### src/smps_pkg.sv
// Package of constants and types for the startup/protection sequencer
package smps_pkg;
  // Register byte offsets on the Avalon-MM slave
  localparam logic [3:0] REG_CTRL = 4'h0;
  localparam logic [3:0] REG_STATUS = 4'h4;
  localparam logic [3:0] REG_EVENTS = 4'h8;
  localparam logic [3:0] REG_TIMER = 4'hc;
  // Control field positions
  localparam int CTRL_ENABLE_BIT = 0;
  localparam int CTRL_SOFT_DISABLE_BIT = 1;
  localparam logic [31:0] CTRL_RESET = 32'h0000_0001;
  // Default terminal counts of the restart timer unit and the two qualification counters, in clock cycles
  localparam int RAMP_CYCLES = 4096;
  localparam int OVERCURRENT_STOP_CYCLES = 1024;
  localparam int BROWNOUT_QUAL_CYCLES = 2048;
  localparam int OVER_POWER_QUAL_CYCLES = 4096;
  localparam int RESTART_CYCLES = 4096;
  localparam int TIMER_W = 24;
  // Charge source current selection codes
  localparam logic [1:0] CHG_OFF = 2'h0;
  localparam logic [1:0] CHG_REDUCED = 2'h1;
  localparam logic [1:0] CHG_HIGH = 2'h2;

  typedef enum logic [2:0] {
    SMPS_STARTUP,
    SMPS_RAMP,
    SMPS_ACTIVE,
    SMPS_STOP,
    SMPS_LOWC
  } smps_mode_e;
endpackage

### src/smps_sequencer.sv
// Startup, mode and protection sequencer of an offline converter controller
// Operating notes
// Modes: startup, ramp-up, active, stop and low-consumption.
// Every interval lasts exactly its terminal count in clock cycles.
// The restart timer unit restarts from one on each mode change.
// That makes a terminal of N give a spell of N cycles, not N plus one.
// Surge holds stop for as long as the flag stands, then times restart.
// Overcurrent stop uses its own short interval; brownout the restart one.
// Over-power and brownout counters only run in active mode.
// Ramp-up therefore never trips them, however long the flags stand.
// Brownout samples are taken in on-time only; off-time holds the count.
// A clean on-time sample clears the brownout count at once.
// Over-power count clears on any cycle without the flag.
// Surge is blanked only in low-consumption mode: it is checked after every other transition.
// Surge and overcurrent also kill the gate without waiting for a clock.
// That costs a combinational path from two comparator pins to the gate.
// The charge source is registered from the next mode.
// It changes at the same edge as the mode, with no lag behind it.
// Input below start threshold forces the charge source off in any mode.
// A rail below the low supply level gets the reduced current whenever the next mode is startup or low-consumption.
// This guard is kept in low-consumption mode too, for a shorted pin.
// Low-consumption charging starts on the entry edge itself.
// It then follows the low and turn-on thresholds as a hysteretic loop.
// Startup after a low-consumption spell goes straight to active.
// Soft disable acts like the optocoupler pin; software enable does too, except in stop mode.
// Event bits are sticky; a new event wins over a same-cycle clear.
// The register bus inserts exactly one wait cycle on every access.
// Comparator inputs are taken as synchronous to the clock.
`timescale 1ns/1ps
module smps_sequencer #(
  parameter int RAMP_COUNT = smps_pkg::RAMP_CYCLES,
  parameter int OVERCURRENT_STOP_COUNT = smps_pkg::OVERCURRENT_STOP_CYCLES,
  parameter int BROWNOUT_QUAL_COUNT = smps_pkg::BROWNOUT_QUAL_CYCLES,
  parameter int OVER_POWER_QUAL_COUNT = smps_pkg::OVER_POWER_QUAL_CYCLES,
  parameter int RESTART_COUNT = smps_pkg::RESTART_CYCLES
) (
  input wire logic clk,
  input wire logic sys_rst,
  // Avalon-MM slave
  input wire logic [3:0] avs_address,
  input wire logic avs_read,
  input wire logic avs_write,
  input wire logic [31:0] avs_writedata,
  input wire logic [3:0] avs_byteenable,
  output logic [31:0] avs_readdata,
  output logic avs_waitrequest,
  // Analog comparator flags
  input wire logic input_start_ok,
  input wire logic vcc_above_low_supply,
  input wire logic vcc_above_turn_on,
  input wire logic optocoupler_input_above_disable,
  input wire logic feedback_in_range,
  input wire logic overcurrent_flag,
  input wire logic input_surge_flag,
  input wire logic gate_on_time,
  input wire logic clamp_below_brownout_min,
  input wire logic over_power_flag,
  input wire logic output_sense_high,
  // Outputs to the power stage
  output logic [1:0] hv_charge_source,
  output logic gate_enable,
  output logic output_overshoot_limit,
  output smps_pkg::smps_mode_e mode
);
  import smps_pkg::*;

  smps_mode_e next_mode;
  logic [TIMER_W-1:0] restart_timer_unit;
  logic [TIMER_W-1:0] stop_target;
  logic [TIMER_W-1:0] brownout_count;
  logic [TIMER_W-1:0] over_power_count;
  logic lowc_charging;
  logic after_lowc;
  logic [31:0] ctrl;
  logic [4:0] events;
  logic [4:0] next_events;
  logic ack;
  logic brownout_trip;
  logic over_power_trip;
  logic sw_enable;
  logic optocoupler_input_disable;

  // Count that saturates at all ones, shared by every interval
  function automatic logic [TIMER_W-1:0] bump(input logic [TIMER_W-1:0] c);
    bump = (c == '1) ? c : c + 1'b1;
  endfunction

  function automatic logic [TIMER_W-1:0] term(input int n);
    term = TIMER_W'(n);
  endfunction

  assign sw_enable = ctrl[CTRL_ENABLE_BIT];
  // Outside party pulls optocoupler_input low, or software asks for the same effect
  assign optocoupler_input_disable = !optocoupler_input_above_disable || ctrl[CTRL_SOFT_DISABLE_BIT];


  // Brownout qualifies only from samples taken in on-time, in active mode
  always_ff @(posedge clk) begin
    if (sys_rst) begin
      brownout_count <= '0;
    end else if (mode != SMPS_ACTIVE) begin
      brownout_count <= '0;
    end else if (gate_on_time) begin
      if (clamp_below_brownout_min) begin
        brownout_count <= bump(brownout_count);
      end else begin
        brownout_count <= '0;
      end
    end
  end
  assign brownout_trip = (brownout_count >= term(BROWNOUT_QUAL_COUNT));

  // Over-power qualification; blanked outside active mode
  always_ff @(posedge clk) begin
    if (sys_rst) begin
      over_power_count <= '0;
    end else if (mode != SMPS_ACTIVE) begin
      over_power_count <= '0;
    end else if (over_power_flag) begin
      over_power_count <= bump(over_power_count);
    end else begin
      over_power_count <= '0;
    end
  end
  assign over_power_trip =
    (over_power_count >= term(OVER_POWER_QUAL_COUNT));


  // Mode transitions; surge is checked in every mode but low-consumption, overcurrent in ramp and active only
  always_comb begin
    next_mode = mode;
    unique case (mode)
      SMPS_STARTUP: begin
        if (vcc_above_turn_on && !optocoupler_input_disable && feedback_in_range &&
            sw_enable) begin
          next_mode = after_lowc ? SMPS_ACTIVE : SMPS_RAMP;
        end
      end
      SMPS_RAMP: begin
        if (restart_timer_unit >= term(RAMP_COUNT)) begin
          next_mode = SMPS_ACTIVE;
        end
      end
      SMPS_ACTIVE: begin
        if (over_power_trip) begin
          next_mode = SMPS_LOWC;
        end else if (brownout_trip) begin
          next_mode = SMPS_STOP;
        end
      end
      SMPS_STOP: begin
        if (restart_timer_unit >= stop_target) begin
          next_mode = SMPS_STARTUP;
        end
      end
      SMPS_LOWC: begin
        if (restart_timer_unit >= term(RESTART_COUNT) && !optocoupler_input_disable &&
            sw_enable) begin
          next_mode = SMPS_STARTUP;
        end
      end
    endcase
    if (mode inside {SMPS_RAMP, SMPS_ACTIVE}) begin
      if (optocoupler_input_disable || !vcc_above_low_supply || !sw_enable) begin
        next_mode = SMPS_LOWC;
      end
    end
    if (mode == SMPS_STOP && (optocoupler_input_disable || !vcc_above_low_supply)) begin
      next_mode = SMPS_LOWC;
    end
    if (input_surge_flag && mode != SMPS_LOWC) begin
      next_mode = SMPS_STOP;
    end else if (overcurrent_flag &&
                 mode inside {SMPS_RAMP, SMPS_ACTIVE}) begin
      next_mode = SMPS_STOP;
    end
  end


  // Mode register; timer starts at one so a terminal N lasts N cycles
  always_ff @(posedge clk) begin
    if (sys_rst) begin
      mode <= SMPS_STARTUP;
      restart_timer_unit <= '0;
      stop_target <= '0;
    end else begin
      mode <= next_mode;
      if (next_mode != mode) begin
        restart_timer_unit <= TIMER_W'(1);
      end else if (mode == SMPS_STOP && input_surge_flag) begin
        restart_timer_unit <= TIMER_W'(1); // Hold stop while surge persists
      end else begin
        restart_timer_unit <= bump(restart_timer_unit);
      end
      if (next_mode == SMPS_STOP && mode != SMPS_STOP) begin
        stop_target <= (input_surge_flag || brownout_trip) ?
                       term(RESTART_COUNT) :
                       term(OVERCURRENT_STOP_COUNT);
      end
    end
  end


  // Remember whether startup follows a low-consumption spell
  always_ff @(posedge clk) begin
    if (sys_rst) begin
      after_lowc <= 1'b0;
    end else if (mode == SMPS_LOWC) begin
      after_lowc <= 1'b1;
    end else if (mode == SMPS_ACTIVE) begin
      after_lowc <= 1'b0;
    end
  end


  // Hysteretic charging in low-consumption mode
  always_ff @(posedge clk) begin
    if (sys_rst) begin
      lowc_charging <= 1'b0;
    end else if (mode != SMPS_LOWC && next_mode == SMPS_LOWC) begin
      lowc_charging <= 1'b1;
    end else if (mode == SMPS_LOWC) begin
      if (vcc_above_turn_on) begin
        lowc_charging <= 1'b0;
      end else if (!vcc_above_low_supply) begin
        lowc_charging <= 1'b1;
      end
    end else begin
      lowc_charging <= 1'b0;
    end
  end


  // Charge source selection; input below start threshold overrides all
  always_ff @(posedge clk) begin
    if (sys_rst) begin
      hv_charge_source <= CHG_OFF;
    end else if (!input_start_ok) begin
      hv_charge_source <= CHG_OFF;
    end else begin
      unique case (next_mode)
        SMPS_STARTUP: begin
          if (!vcc_above_low_supply) begin
            hv_charge_source <= CHG_REDUCED;
          end else if (!vcc_above_turn_on) begin
            hv_charge_source <= CHG_HIGH;
          end else begin
            hv_charge_source <= CHG_OFF;
          end
        end
        SMPS_LOWC: begin
          if (!vcc_above_low_supply) begin
            hv_charge_source <= CHG_REDUCED; // Short-pin guard kept
          end else if ((lowc_charging || mode != SMPS_LOWC) &&
                       !vcc_above_turn_on) begin
            hv_charge_source <= CHG_HIGH;
          end else begin
            hv_charge_source <= CHG_OFF;
          end
        end
        default: hv_charge_source <= CHG_OFF;
      endcase
    end
  end


  // Gate permission: combinational kill so overcurrent and surge act at once
  logic gate_allow;
  always_ff @(posedge clk) begin
    if (sys_rst) begin
      gate_allow <= 1'b0;
    end else begin
      gate_allow <= next_mode inside {SMPS_RAMP, SMPS_ACTIVE};
    end
  end
  assign gate_enable = gate_allow && !overcurrent_flag &&
                       !input_surge_flag;


  // Extra feedback sink while output sense is well above reference, in ramp and active modes only
  always_ff @(posedge clk) begin
    if (sys_rst) begin
      output_overshoot_limit <= 1'b0;
    end else begin
      output_overshoot_limit <= output_sense_high &&
                                mode inside {SMPS_RAMP, SMPS_ACTIVE};
    end
  end


  // Sticky event bits; a new event wins over a same-cycle clear
  always_comb begin
    next_events = events;
    if (ack && avs_write && avs_address == REG_EVENTS &&
        avs_byteenable[0]) begin
      next_events = events & ~avs_writedata[4:0];
    end
    next_events = next_events | {over_power_trip && mode == SMPS_ACTIVE,
                                 brownout_trip && mode == SMPS_ACTIVE,
                                 input_surge_flag,
                                 overcurrent_flag && gate_allow,
                                 mode == SMPS_LOWC};
  end
  always_ff @(posedge clk) begin
    if (sys_rst) begin
      events <= '0;
    end else begin
      events <= next_events;
    end
  end


  // Avalon slave: one wait cycle, then the access completes
  always_ff @(posedge clk) begin
    if (sys_rst) begin
      ack <= 1'b0;
    end else begin
      ack <= (avs_read || avs_write) && !ack;
    end
  end
  assign avs_waitrequest = (avs_read || avs_write) && !ack;


  // Control register with byte enables
  always_ff @(posedge clk) begin
    if (sys_rst) begin
      ctrl <= CTRL_RESET;
    end else if (ack && avs_write && avs_address == REG_CTRL) begin
      for (int b = 0; b < 4; b++) begin
        if (avs_byteenable[b]) begin
          ctrl[b*8 +: 8] <= avs_writedata[b*8 +: 8];
        end
      end
    end
  end


  // Read data captured at the wait cycle so it stands at the ack edge
  always_ff @(posedge clk) begin
    if (sys_rst) begin
      avs_readdata <= '0;
    end else if (avs_read && !ack) begin
      unique case (avs_address)
        REG_CTRL: avs_readdata <= {30'h0, ctrl[1:0]};
        REG_STATUS: avs_readdata <= {24'h0, gate_enable,
                                     output_overshoot_limit,
                                     hv_charge_source, 1'b0, mode};
        REG_EVENTS: avs_readdata <= {27'h0, events};
        REG_TIMER: avs_readdata <= {8'h0, restart_timer_unit};
        default: avs_readdata <= '0;
      endcase
    end
  end
endmodule

### config.mk
export PLATFORM = sky130hd
export DESIGN_NAME = smps_sequencer
export DESIGN_NICKNAME = d
export VERILOG_FILES = /design/src/smps_pkg.sv /design/src/smps_sequencer.sv
export SDC_FILE = /design/constraint.sdc
export NUM_CORES = 1
export LEC_CHECK = 0
export CAP_MARGIN = 20
export CORE_ASPECT_RATIO = 0.5
export CORE_MARGIN = 2
export CORE_UTILIZATION = 56
export DETAILED_ROUTE_END_ITERATION = 16
export DONT_BUFFER_PORTS = 1
export GPL_ROUTABILITY_DRIVEN = 0
export MAX_ROUTING_LAYER = met4
export PLACE_DENSITY_LB_ADDON = 0.05
export SKIP_LAST_GASP = 1
export SYNTH_ARGS = -nofsm -noshare
export SYNTH_HDL_FRONTEND = slang
export SYNTH_SLANG_ARGS = --single-unit
### constraint.sdc
create_clock -name clk -period 3.6 [get_ports clk]
set_input_delay 1.08 -clock clk [delete_from_list [all_inputs] [get_ports clk]]
set_output_delay 1.08 -clock clk [all_outputs]
set_load 0.05 [all_outputs]
# --- Yosys cells after proc, flatten, opt, wreduce, memory -nomap -nowiden ---
# Index checks and enable logic that the tools add are counted.
totals:
  regBits: 145
  latchBits: 0
  ramBits: 0
  mem_bits_ro: 0
  in_bits: 55
  output_inout_bits: 40
  elab_cells: 130
  n_memories: 0
classes:
  add_sub_neg: 3
  multipliers: 0
  div_mod_pow: 0
  order_cmp: 4
  n_eq_ne: 21
  shifts: 0
  n_mux: 32
  bitwise: 5
  reduce_logical: 50
ops:
  columns: ["op", "n"]
  rows:
  - ["$pmux W24 S4", 1]
  - ["$add A24 B1 Y24 const B", 3]
  - ["$eq A24 B24 Y1 const B", 3]
  - ["$ge A24 B13 Y1 const B", 2]
  - ["$mux W24", 2]
  - ["$mux W3", 11]
  - ["$ge A24 B12 Y1 const B", 1]
  - ["$ge A24 B24 Y1", 1]
  - ["$logic_and A1 B1 Y1", 24]
  - ["$pmux W3 S5", 1]
  - ["$mux W13", 1]
  - ["$eq A3 B2 Y1 const B", 4]
  - ["$mux W2", 5]
  - ["$mux W1", 9]
  - ["$eq A4 B4 Y1 const B", 2]
  - ["$logic_not A1 Y1", 8]
  - ["$eq A3 B1 Y1 const B", 2]
  - ["$eq A3 B3 Y1 const B", 2]
  - ["$logic_not A3 Y1", 2]
  - ["$logic_or A1 B1 Y1", 6]
  - ["$ne A3 B2 Y1 const B", 2]
  - ["$ne A3 B3 Y1 const B", 2]
  - ["$reduce_bool A2 Y1", 3]
  - ["$reduce_or A3 Y1", 2]
  - ["13 further kinds", 16]

# --- Longest topological paths before layout ---
# Gate-level depths: netlist (run 1).
depth:
  ltp_word: 16
  ltp_mapped: 10
  ltp_nobuf: 9

# --- Worst setup path before layout (run 1) ---
# No wires, ideal clock.
synth_timing:
  path_kind: "input to output"
  from: "input input_surge_flag"
  to: "output gate_enable"
  arrival_time_ns: 2.287
  t_required_ns: 2.520
  slack_ns: 0.233
  path_stages: 1
  n_path_buf: 0
  path_cell_list: "nor3b_1"
synth_between:
  elab_chain_cells: 2
synth_lines:
  columns: ["element", "line_no", "rtl"]
  rows:
  - ["start: declaration", "smps_sequencer.sv:54", "input wire logic input_surge_flag,"]
  - ["$logic_not A1 Y1", "smps_sequencer.sv:277", "!input_surge_flag;"]
  - ["$logic_and A1 B1 Y1", "smps_sequencer.sv:276", "assign gate_enable = gate_allow && !overcurrent_flag &&"]
  - ["end: declaration", "smps_sequencer.sv:61", "output logic gate_enable,"]
# No other way between the ends.

# --- Worst setup path in the final report (run 1) ---
layout_timing:
  from: "register mode[1]"
  to: "register restart_timer_unit[14]"
layout_between:
  elab_chain_cells: 10
  elab_cells_between_ends: 25
  classes_between: "6 x eq/ne; 12 x mux; 7 x reduce/logical"
layout_lines:
  columns: ["element", "line_no", "rtl"]
  rows:
  - ["start: declaration", "smps_sequencer.sv:63", "output smps_pkg::smps_mode_e mode"]
  - ["start signal: assignment", "smps_sequencer.sv:187", "mode <= next_mode;"]
  - ["$mux W3", "smps_sequencer.sv:147", "end else if (brownout_trip) begin"]
  - ["$mux W3", "smps_sequencer.sv:145", "if (over_power_trip) begin"]
  - ["$pmux W3 S5", "smps_sequencer.sv:132", "unique case (mode)"]
  - ["$mux W3", "smps_sequencer.sv:164", "if (optocoupler_input_disable || !vcc_above_low_supply || !sw_enable) begin"]
  - ["$mux W3", "smps_sequencer.sv:163", "if (mode inside {SMPS_RAMP, SMPS_ACTIVE}) begin"]
  - ["$mux W3", "smps_sequencer.sv:168", "if (mode == SMPS_STOP && (optocoupler_input_disable || !vcc_above_low_supply)) begin"]
  - ["$mux W3", "smps_sequencer.sv:173", "end else if (overcurrent_flag &&"]
  - ["$mux W3", "smps_sequencer.sv:171", "if (input_surge_flag && mode != SMPS_LOWC) begin"]
  - ["$ne A3 B3 Y1", "smps_sequencer.sv:188", "if (next_mode != mode) begin"]
  - ["$reduce_or A3 Y1 (no line) *", null, null]
  - ["end signal: assignment", "smps_sequencer.sv:193", "restart_timer_unit <= bump(restart_timer_unit);"]
  - ["end: declaration", "smps_sequencer.sv:68", "logic [TIMER_W-1:0] restart_timer_unit;"]
# Mark *: on every way between the ends. The rest lies on a longest branch, timed or not.
# A chain may end at the register's enable or synchronous reset.

==> metrics.csv, run 1 <==
metric,value,unit
status,finished clean,
dpl ws,0.498,ns
# diodes,0,
grt met3 use,0.0570,
die height,75.2,um
Synth Area in Compound Gates,0.107,
largest cells by area after synthesis,"dfxtp_1 (41%), nor2_1 (6.5%), xor2_1 (5.6%)",
met2 track demand over resource,0.399,
global routing's busiest layer,met2,
Slew @ Worst Pin,1.05,ns
critical path's top delay family,compound AO/OA/AOI/OAI gates,
Sink Count,115,
Mapped Area,5680,um2
Yosys top cell by area,dfxtp_1,
TritonCTS clock tree,done,
"Arr. time, crit path",3.17,ns
Max Cap Viol,0,
final instance area,6360,um2
post-synthesis sequential area ratio,0.406,
crit start category,register,
cts bufs inserted,17,
CP peak stage delay,0.70,ns
Pwr Density,546,nW/um2
xor/xnor share of the synthesized area,0.0987,
P&R area growth vs syn,12.1,%
RSZ-0062 raised after global routing,false,
final wirelength,12200,um
crit end category,register,
CP Launch Point,mode[1],
Cells after Synth,655,
num ports,95,
Row Count,25,
CTS Root Cell,clkbuf_16,
Crit path required time,3.89,ns
simple-gate share of the synthesized area,0.298,
Antenna Nets Post-Route,0,
post-CTS sizing,0,
vias per cell,5.62,
setup slack after layout,0.717,ns
IO buf count,0,
die width,146,um
setup repair bufs after CTS,0,
Post-synth EDFFs,0,
Pins Over Slew Limit,0,
Slowest cell on crit path,o211ai_2,
met1 GRT Util,0.294,
achievable frequency,347,MHz
residual DRC count,0,
synthesis-stage register bit count,115,
area after detailed placement,5790,um2
synth warn,0,
layout cells sized above 1,0.134,
endpoints failing hold,0,
Synth top area share,0.406,
largest net degree at the start of global routing,46,
dpl hpwl,8530,um
Tmin final,2.88,ns
number of detailed-route iterations in the first pass,4,
static leakage,2.13,nW
Total Neg Setup Slack,0,ns
Wirelength per Cell,15.2,um
relative slew slack,0.298,
Synth async-reset ratio,0,
clock skew,0.00943,ns
CP max FO,15,
final number of setup-violating endpoints,0,
total grt overflow,0,
mux cell area share after synthesis,0.0295,
Worst-Skew Late Latency,0.40,ns
vias in the first global route,4128,
core box area,9630,um2
hold_buf cts,0,
maximum root-to-sink buffer count,2,
initial DRC count,241,
Crit path buffers/inverters,1,
Die ar.,11000,um2
H-tree lvl count,4,
first-pass GRT wire length,20300,um
largest family of logic cells by synthesized area,simple AND/OR/NAND/NOR gates,
VDD IR max,420,uV
Hold Path Origin,events[0],
Crit Reg-Reg Startpoint,mode[1],
Nets,721,
GRT Resource Usage Total,0.241,
Vias,4529,
Design Power,3.47,mW
Syn Area/Cell,8.67,um2
initial antenna violation count,0,
class of the worst hold path,register to register,
Initial Util,0.589,
worst-path cell chain,"nand3b_1, a211oi_1, a31oi_2, a311oi_1, nor3_1, o211ai_2, buf_12, nor2_2",
Unique masters post-synth,70,
Clock transition at path regs,0.05,ns
"Top FF cell, synth",dfxtp_1,
Setup CP Type,register to register,
fin crit share,0.801,
Synth Area in Adders,0.0176,
-- final timing paths --
kind	end	slack, ns	cells past startpoint
setup / recovery	restart_timer_unit[14]	0.72	8
hold / removal	events[0]	0.44	2
setup reg to reg	restart_timer_unit[14]	0.72	8
hold reg to reg	events[0]	0.44	2
-- cells in the mapped netlist, types with 3 or more instances --
cell	number
dfxtp_1	115
nor2_1	98
nand2_1	44
xor2_1	36
nor3_1	30
xnor2_1	28
nand3_1	24
a22oi_1	22
nand4_1	21
a21oi_1	20
nor2_2	20
clkbuf_1	19
inv_1	14
and3_1	12
and4_1	10
mux2i_1	10
o21ai_0	10
or3_1	9
and2_1	8
buf_4	8
ha_1	8
nor4_1	7
a31oi_1	4
nor4b_1	4
o21ai_1	4
buf_2	3
nor2b_1	3
nor4_2	3
or2_1	3
or3b_1	3
-- placed cells by master, fill, tap and decap left out, types with 7 or more instances in the layout --
| master | n |
|---|---|
| conb_1 | 8 |
| or3_1 | 9 |
| nor3_1 | 29 |
| nor2_2 | 20 |
| mux2i_1 | 10 |
| nand2_1 | 44 |
| and3_1 | 12 |
| nor2_1 | 98 |
| a21oi_1 | 20 |
| inv_1 | 14 |
| xor2_1 | 36 |
| nor4_1 | 7 |
| a22oi_1 | 22 |
| buf_4 | 10 |
| xnor2_1 | 28 |
| dfxtp_1 | 115 |
| and2_1 | 8 |
| nand3_1 | 24 |
| and4_1 | 10 |
| ha_1 | 8 |
| o21ai_0 | 10 |
| nand4_1 | 21 |
| clkbuf_16 | 17 |
| clkinv_2 | 7 |
-- area by class of cell --
class                      instances  area, um2
clock inverter                    11        110
inverter                          15       56.3
sequential                       115       2300
clock buffer                      21        460
fill                             829       3270
multi-input combinational        498       3170
tap                              135        169
timing repair buffer              11       95.1
-- layer usage --
layer	vias to the layer above	wire length [um]
met3	11	541
met4	0	103
met5	-	0
met1	2134	5910
li1	2288	-
met2	96	5700
-- cells by family after synthesis --
family	after synthesis
AO/OA/AOI/OAI	86
XOR/XNOR	64
adder cells (fa/ha/maj)	8
buffers and inverters	49
flip-flops	115
multiplexers	14
other	1
AND/OR/NAND/NOR	318
-- state kept, by name (all words and copies together) (netlist names) --
signal,cells
ack,1
after_lowc,1
avs_readdata,24
brownout_count,24
ctrl,2
events,5
gate_allow,1
hv_charge_source,2
lowc_charging,1
mode,3
output_overshoot_limit,1
over_power_count,24
restart_timer_unit,24
stop_target,2
-- worst register-to-register path, delay by kind of cell (launching register included) --
family / cells / cell delay (ns)
flip-flops: 1 / 0.63
AO/OA/AOI/OAI: 4 / 1.56
buffers and inverters: 1 / 0.24
AND/OR/NAND/NOR: 3 / 0.35
-- stage by stage --
| stage | utilization | std cells | hold slack [ns] |
|---|---|---|---|
| 6_report | 0.661 | 806 | 0.443 |
| 5_1_grt | 0.661 | 806 | 0.473 |
| 4_1_cts | 0.661 | 806 | 0.445 |
| 3_5_place_dp | 0.601 | 774 | 0.438 |
| 3_3_place_gp | 0.601 | 774 | 0.437 |
| 2_1_floorplan | - | 662 | 0.432 |
-- where the power goes --
| group | switching [mW] | internal [mW] |
|---|---|---|
| Sequential | 0.0539 | 1.31 |
| Combinational | 0.298 | 0.193 |
| Clock | 0.574 | 1.04 |
No activity file was read; power rests on OpenSTA's default activity.
==> inputs of run 2 (changes only) <==
- ABC_AREA: not set -> 1
- clock period: 3.6 -> 2.82 ns (I/O delays scaled with it)
==> metrics.csv, run 2 <==
metric,value,unit,change
status,finished clean,,
number of detailed-route iterations in the first pass,7,,+3
GRT Resource Usage Total,0.261,,+0.0196
crit start category,register,,
Syn Area/Cell,6.73,um2,-22%
core box area,10300,um2,+6.7%
Synth top area share,0.386,,-0.0192
vias per cell,5.28,,-6.0%
Max Cap Viol,0,,unchanged
Yosys top cell by area,dfxtp_1,,
Worst-Skew Late Latency,0.42,ns,+0.02 ns
Cells after Synth,885,,+35%
residual DRC count,0,,unchanged
vias in the first global route,5154,,+25%
first-pass GRT wire length,23400,um,+15%
area after detailed placement,6110,um2,+5.6%
largest cells by area after synthesis,"dfxtp_1 (39%), nand2_1 (11%), inv_1 (8.2%)",,
cts bufs inserted,17,,unchanged
initial antenna violation count,0,,unchanged
fin crit share,0.866,,+0.0653
Unique masters post-synth,38,,-46%
final wirelength,13900,um,+13%
RSZ-0062 raised after global routing,false,,
Inst Count DP,1018,,+32%
Pins Over Slew Limit,0,,unchanged
synth warn,0,,unchanged
post-CTS sizing,0,,unchanged
"commonest non-fill, non-tap cells in the layout","nand2_1 (168), inv_1 (130), dfxtp_1 (115), nor2_1 (107), a21oi_1 (71)",,
Antenna Nets Post-Route,0,,unchanged
P&R area growth vs syn,13.7,%,
static leakage,2.67,nW,+25%
Mapped Area,5960,um2,+5.0%
post-synthesis sequential area ratio,0.386,,-0.0192
"Arr. time, crit path",2.78,ns,-0.39 ns
final hold slack,0.452,ns,+0.00887 ns
Clock transition at path regs,0.05,ns,about the same
Pwr Density,674,nW/um2,+24%
Slew @ Worst Pin,0.754,ns,-0.293 ns
setup repair bufs after CTS,0,,unchanged
die width,150,um,+2.4%
achievable frequency,409,MHz,+18%
final number of setup-violating endpoints,0,,unchanged
TritonCTS clock tree,done,,
"count leader, synth",nand2_1,,
total grt overflow,0,,unchanged
relative slew slack,0.492,,+0.194
Sink Count,115,,unchanged
Post-Layout Cell Count,1049,,+30%
Crit path required time,3.16,ns,-0.73 ns
synthesis-stage register bit count,115,,unchanged
Post-synth EDFFs,0,,unchanged
Wirelength per Cell,13.3,um,-13%
num ports,95,,unchanged
"commonest non-fill, non-tap cell in the layout",nand2_1,,
fill count,924,,+11%
layout cells sized above 1,0.0825,,-0.0516
maximum root-to-sink buffer count,2,,unchanged
initial DRC count,311,,+29%
commonest cells in the netlist,"nand2_1 (168), inv_1 (130), dfxtp_1 (115)",,
final instance area,6780,um2,+6.5%
Vias,5543,,+22%
hold_buf cts,0,,unchanged
endpoints failing hold,0,,unchanged
# diodes,0,,unchanged
Setup CP Type,register to register,,
Row Count,26,,+4.0%
Total Neg Setup Slack,0,ns,unchanged
Initial Util,0.580,,-0.00950
crit end category,register,,
H-tree lvl count,4,,unchanged
die height,76.9,um,+2.3%
CTS Root Cell,clkbuf_16,,
Die ar.,11500,um2,+4.8%
CP max FO,23,,+8
VDD IR max,406,uV,-3.2%
largest net degree at the start of global routing,24,,-48%
class of the worst hold path,register to register,,
IO buf count,0,,unchanged
clock skew,0.00892,ns,-0.000507 ns
Nets,960,,+33%
Design Power,4.57,mW,+32%
Tmin final,2.44,ns,-0.440 ns
dpl hpwl,9960,um,+17%
"Top FF cell, synth",dfxtp_1,,
Synth async-reset ratio,0,,unchanged
## run 2: cell types whose count changed after synthesis, moves of 17 or more
cell,delta
a21oi_1,+51
xor2_1,-17
o21ai_0,+53
xnor2_1,-24
nand3_1,+30
inv_1,+116
nand2_1,+124
a22oi_1,-22
## run 2: layout make-up
| class | instances | area, um2 | share of cell area |
|---|---|---|---|
| clock buffers | 23 | 488 | 0.0720 |
| multi-input cells | 618 | 3050 | 0.450 |
| flip-flops and latches | 115 | 2300 | 0.340 |
| repair buffers | 12 | 90.1 | 0.0133 |
| well taps | 140 | 175 | 0.0259 |
| clock inverters | 8 | 173 | 0.0255 |
| inverters | 133 | 499 | 0.0737 |
## run 2: worst paths after layout
check	slack (ns)	cells after the start	start	end
setup / recovery	0.38	16	restart_timer_unit[10]	restart_timer_unit[8]
hold / removal	0.45	1	brownout_count[5]	brownout_count[5]
setup reg to reg	0.38	16	restart_timer_unit[10]	restart_timer_unit[8]
hold reg to reg	0.45	1	brownout_count[5]	brownout_count[5]
## run 2: kinds of logic (layout without fill, tap and decap cells)
| family | after synthesis | count (layout) | share of synthesized area |
|---|---|---|---|
| other | 1 | 8 | 0.000629 |
| xor gates and xnor gates | 23 | 23 | 0.0338 |
| DFF | 115 | 115 | 0.386 |
| adders and majority gates | 8 | 8 | 0.0168 |
| buffers and inverters | 159 | 176 | 0.109 |
| and+or+nand+nor | 425 | 425 | 0.314 |
| AOI/OAI and AO/OA | 154 | 154 | 0.140 |
## run 2: layer usage
metal	global-route usage	wire (um)	vias to the layer above
met3	0.0661	660	17
met4	0.0717	156	0
met1	0.330	6690	2526
li1	-	-	2873
met5	-	0	-
met2	0.417	6400	127
## run 2: through the flow
| stage | utilization | setup WS [ns] |
|---|---|---|
| floorplan | - | 0.435 |
| global placement | 0.595 | 0.282 |
| detailed placement | 0.595 | 0.239 |
| CTS | 0.659 | 0.354 |
| global route | 0.659 | 0.0843 |
| finish | 0.659 | 0.378 |
## run 2: worst max-delay path: stages, from the launching register on
cell      delay, ns
dfxtp_1        0.38
inv_1          0.09
ha_1           0.28
nand3_1        0.07
nor2_1         0.10
nand2_1        0.06
nand2_1        0.07
nand2_1        0.05
nand2_1        0.09
nand3b_1       0.09
nand2_1        0.13
nand2_1        0.12
nand2_1        0.08
nand3_1        0.08
nor2_2         0.14
nand2_2        0.34
nor2_2         0.18
## run 2: report_power, final
part	total (mW)	leakage [nW]	switching (mW)	internal [mW]
Sequential	1.77	0.932	0.0987	1.67
Clock	2.41	0.312	0.749	1.66
Combinational	0.391	1.43	0.277	0.115
==> inputs of run 3 (changes only) <==
- RECOVER_POWER: not set -> 25
==> metrics.csv, run 3 (synthesized netlist as in run 2, its figures left out) <==
metric,value,unit,change
status,finished clean,,
TritonCTS clock tree,done,,
top sig layer,met4,,
NetSw,1.12,mW,-0.50%
CP peak stage delay,0.49,ns,+0.11 ns
worst-path cell chain,"inv_2, nand3_1, nand2_1, nand2_1, nand2_1, nor2_1, nand3_1, nand2_2, nor2_1, nor2_1, nand3_1, nor2_2, nand2_2, nor2_2",,
die width,150,um,unchanged
Antenna Nets Post-Route,0,,unchanged
Slew @ Worst Pin,0.775,ns,+0.0205 ns
GRT Resource Usage Total,0.261,,unchanged
RR Endpoint,restart_timer_unit[8],,
Sink Count,115,,unchanged
Wirelength per Cell,13.2,um,about the same
num ports,95,,unchanged
fill count,929,,+0.54%
largest net degree at the start of global routing,24,,unchanged
combinational power share,0.085,,about the same
final number of setup-violating endpoints,0,,unchanged
final instance area,6760,um2,-0.22%
dpl hpwl,9960,um,unchanged
FF+latch area,2300,um2,unchanged
"commonest non-fill, non-tap cells in the layout","nand2_1 (169), inv_1 (130), dfxtp_1 (115), nor2_1 (107), a21oi_1 (71)",,
routed metal-1 wirelength,6590,um,-1.4%
vias per cell,5.26,,-0.47%
Initial Util,0.580,,unchanged
Clock transition at path regs,0.05,ns,about the same
Hold Crit Endpoint,brownout_count[5],,
# diodes,0,,unchanged
relative slew slack,0.483,,-0.00906
Multi-input gate area,3040,um2,-0.25%
H-tree lvl count,4,,unchanged
endpoints failing hold,0,,unchanged
achievable frequency,406,MHz,-0.78%
residual DRC count,0,,unchanged
RSZ-0062 raised after global routing,false,,
maximum root-to-sink buffer count,2,,unchanged
cts bufs inserted,17,,unchanged
"commonest non-fill, non-tap cell in the layout",nand2_1,,
Net Sw Frac,0.245,,-0.000863
area after detailed placement,6110,um2,unchanged
Crit Reg-Reg Startpoint,mode[1],,
setup repair bufs after CTS,0,,unchanged
fin crit share,0.873,,+0.00681
IO buf count,0,,unchanged
Slowest cell on crit path,dfxtp_1,,
internal power,3.44,mW,about the same
Hold Path Origin,brownout_count[5],,
Setup CP Type,register to register,,
Crit path required time,3.16,ns,about the same
total grt overflow,0,,unchanged
Nets,960,,unchanged
CTS Root Cell,clkbuf_16,,
Worst R2R Setup Slack,0.36,ns,-0.02 ns
core box area,10300,um2,unchanged
Total Neg Setup Slack,0,ns,unchanged
Max Cap Viol,0,,unchanged
Pwr Density,675,nW/um2,about the same
Tmin final,2.46,ns,+0.0192 ns
layout cells sized above 1,0.0781,,-0.00440
Worst-Skew Late Latency,0.41,ns,about the same
class of the worst hold path,register to register,,
Row Count,26,,unchanged
CP max FO,23,,unchanged
initial DRC count,325,,+4.5%
number of detailed-route iterations in the first pass,5,,-2
post-CTS sizing,0,,unchanged
met3 WL,754,um,+14%
met2 wire length,6380,um,-0.23%
hold_buf cts,0,,unchanged
cells on worst reg2reg path,14,,-2
VDD IR max,405,uV,-0.45%
crit end category,register,,
"Arr. time, crit path",2.80,ns,+0.02 ns
first-pass GRT wire length,23400,um,unchanged
sequential power share,0.388,,about the same
vias in the first global route,5154,,unchanged
Die ar.,11500,um2,unchanged
die height,76.9,um,unchanged
worst hold stages,1,,unchanged
clock skew,0.00892,ns,-0.00000109 ns
crit start category,register,,
Vias,5517,,-0.47%
P&R area growth vs syn,13.4,%,
Pins Over Slew Limit,0,,unchanged
static leakage,2.66,nW,-0.35%
Clock Power Share,0.526,,about the same
initial antenna violation count,0,,unchanged
final wirelength,13900,um,about the same
## run 3: layout make-up
type	count	share of cell area
Clock buffer	23	0.0722
Clock inverter	8	0.0255
Inverter	133	0.0738
Multi-Input combinational cell	618	0.450
Sequential cell	115	0.341
Tap cell	140	0.0259
Timing Repair Buffer	12	0.0122
## run 3: power by group through the flow
stage	Clock, mW	Combinational (mW)	Sequential, mW
after floorplan	0	0.306	1.82
after global placement	0	0.380	1.80
after detailed placement	0	0.385	1.81
after CTS	2.44	0.390	1.77
after global routing	2.52	0.435	1.78
final	2.40	0.388	1.77
## run 3: metrics by stage
stage / util / setup slack, ns / hold WS, ns / instances / power (mW)
floorplan: - / 0.435 / 0.422 / 892 / 2.12
global placement: 0.595 / 0.282 / 0.431 / 1018 / 2.18
detailed placement: 0.595 / 0.239 / 0.444 / 1018 / 2.19
CTS: 0.659 / 0.354 / 0.452 / 1049 / 4.60
global route: 0.658 / 0.0469 / 0.477 / 1049 / 4.74
finish: 0.658 / 0.358 / 0.452 / 1049 / 4.56
## run 3: routing by layer
metal / GRT usage / vias up
li1: - / 2872
met1: 0.330 / 2489
met2: 0.417 / 137
met3: 0.0661 / 19
met4: 0.0717 / 0
met5: - / -
## run 3: how the worst max path moves through the flow
stage               slack [ns]                endpoint                            start  depth (start not counted)
floorplan                 0.44             gate_enable                 input_surge_flag                          1
global placement          0.28  restart_timer_unit[20]  optocoupler_input_above_disable                         14
detailed placement        0.24  restart_timer_unit[17]  optocoupler_input_above_disable                         14
CTS                       0.35   restart_timer_unit[8]           restart_timer_unit[10]                         16
global route              0.05  restart_timer_unit[20]                          mode[1]                         14
finish                    0.36   restart_timer_unit[8]                          mode[1]                         14
## run 3: worst max-delay path, delay by kind of cell, from the launching register on
kind / cells / cell delay (ns)
AND/OR/NAND/NOR: 13 / 1.77
flip-flops: 1 / 0.49
buffers and inverters: 1 / 0.11
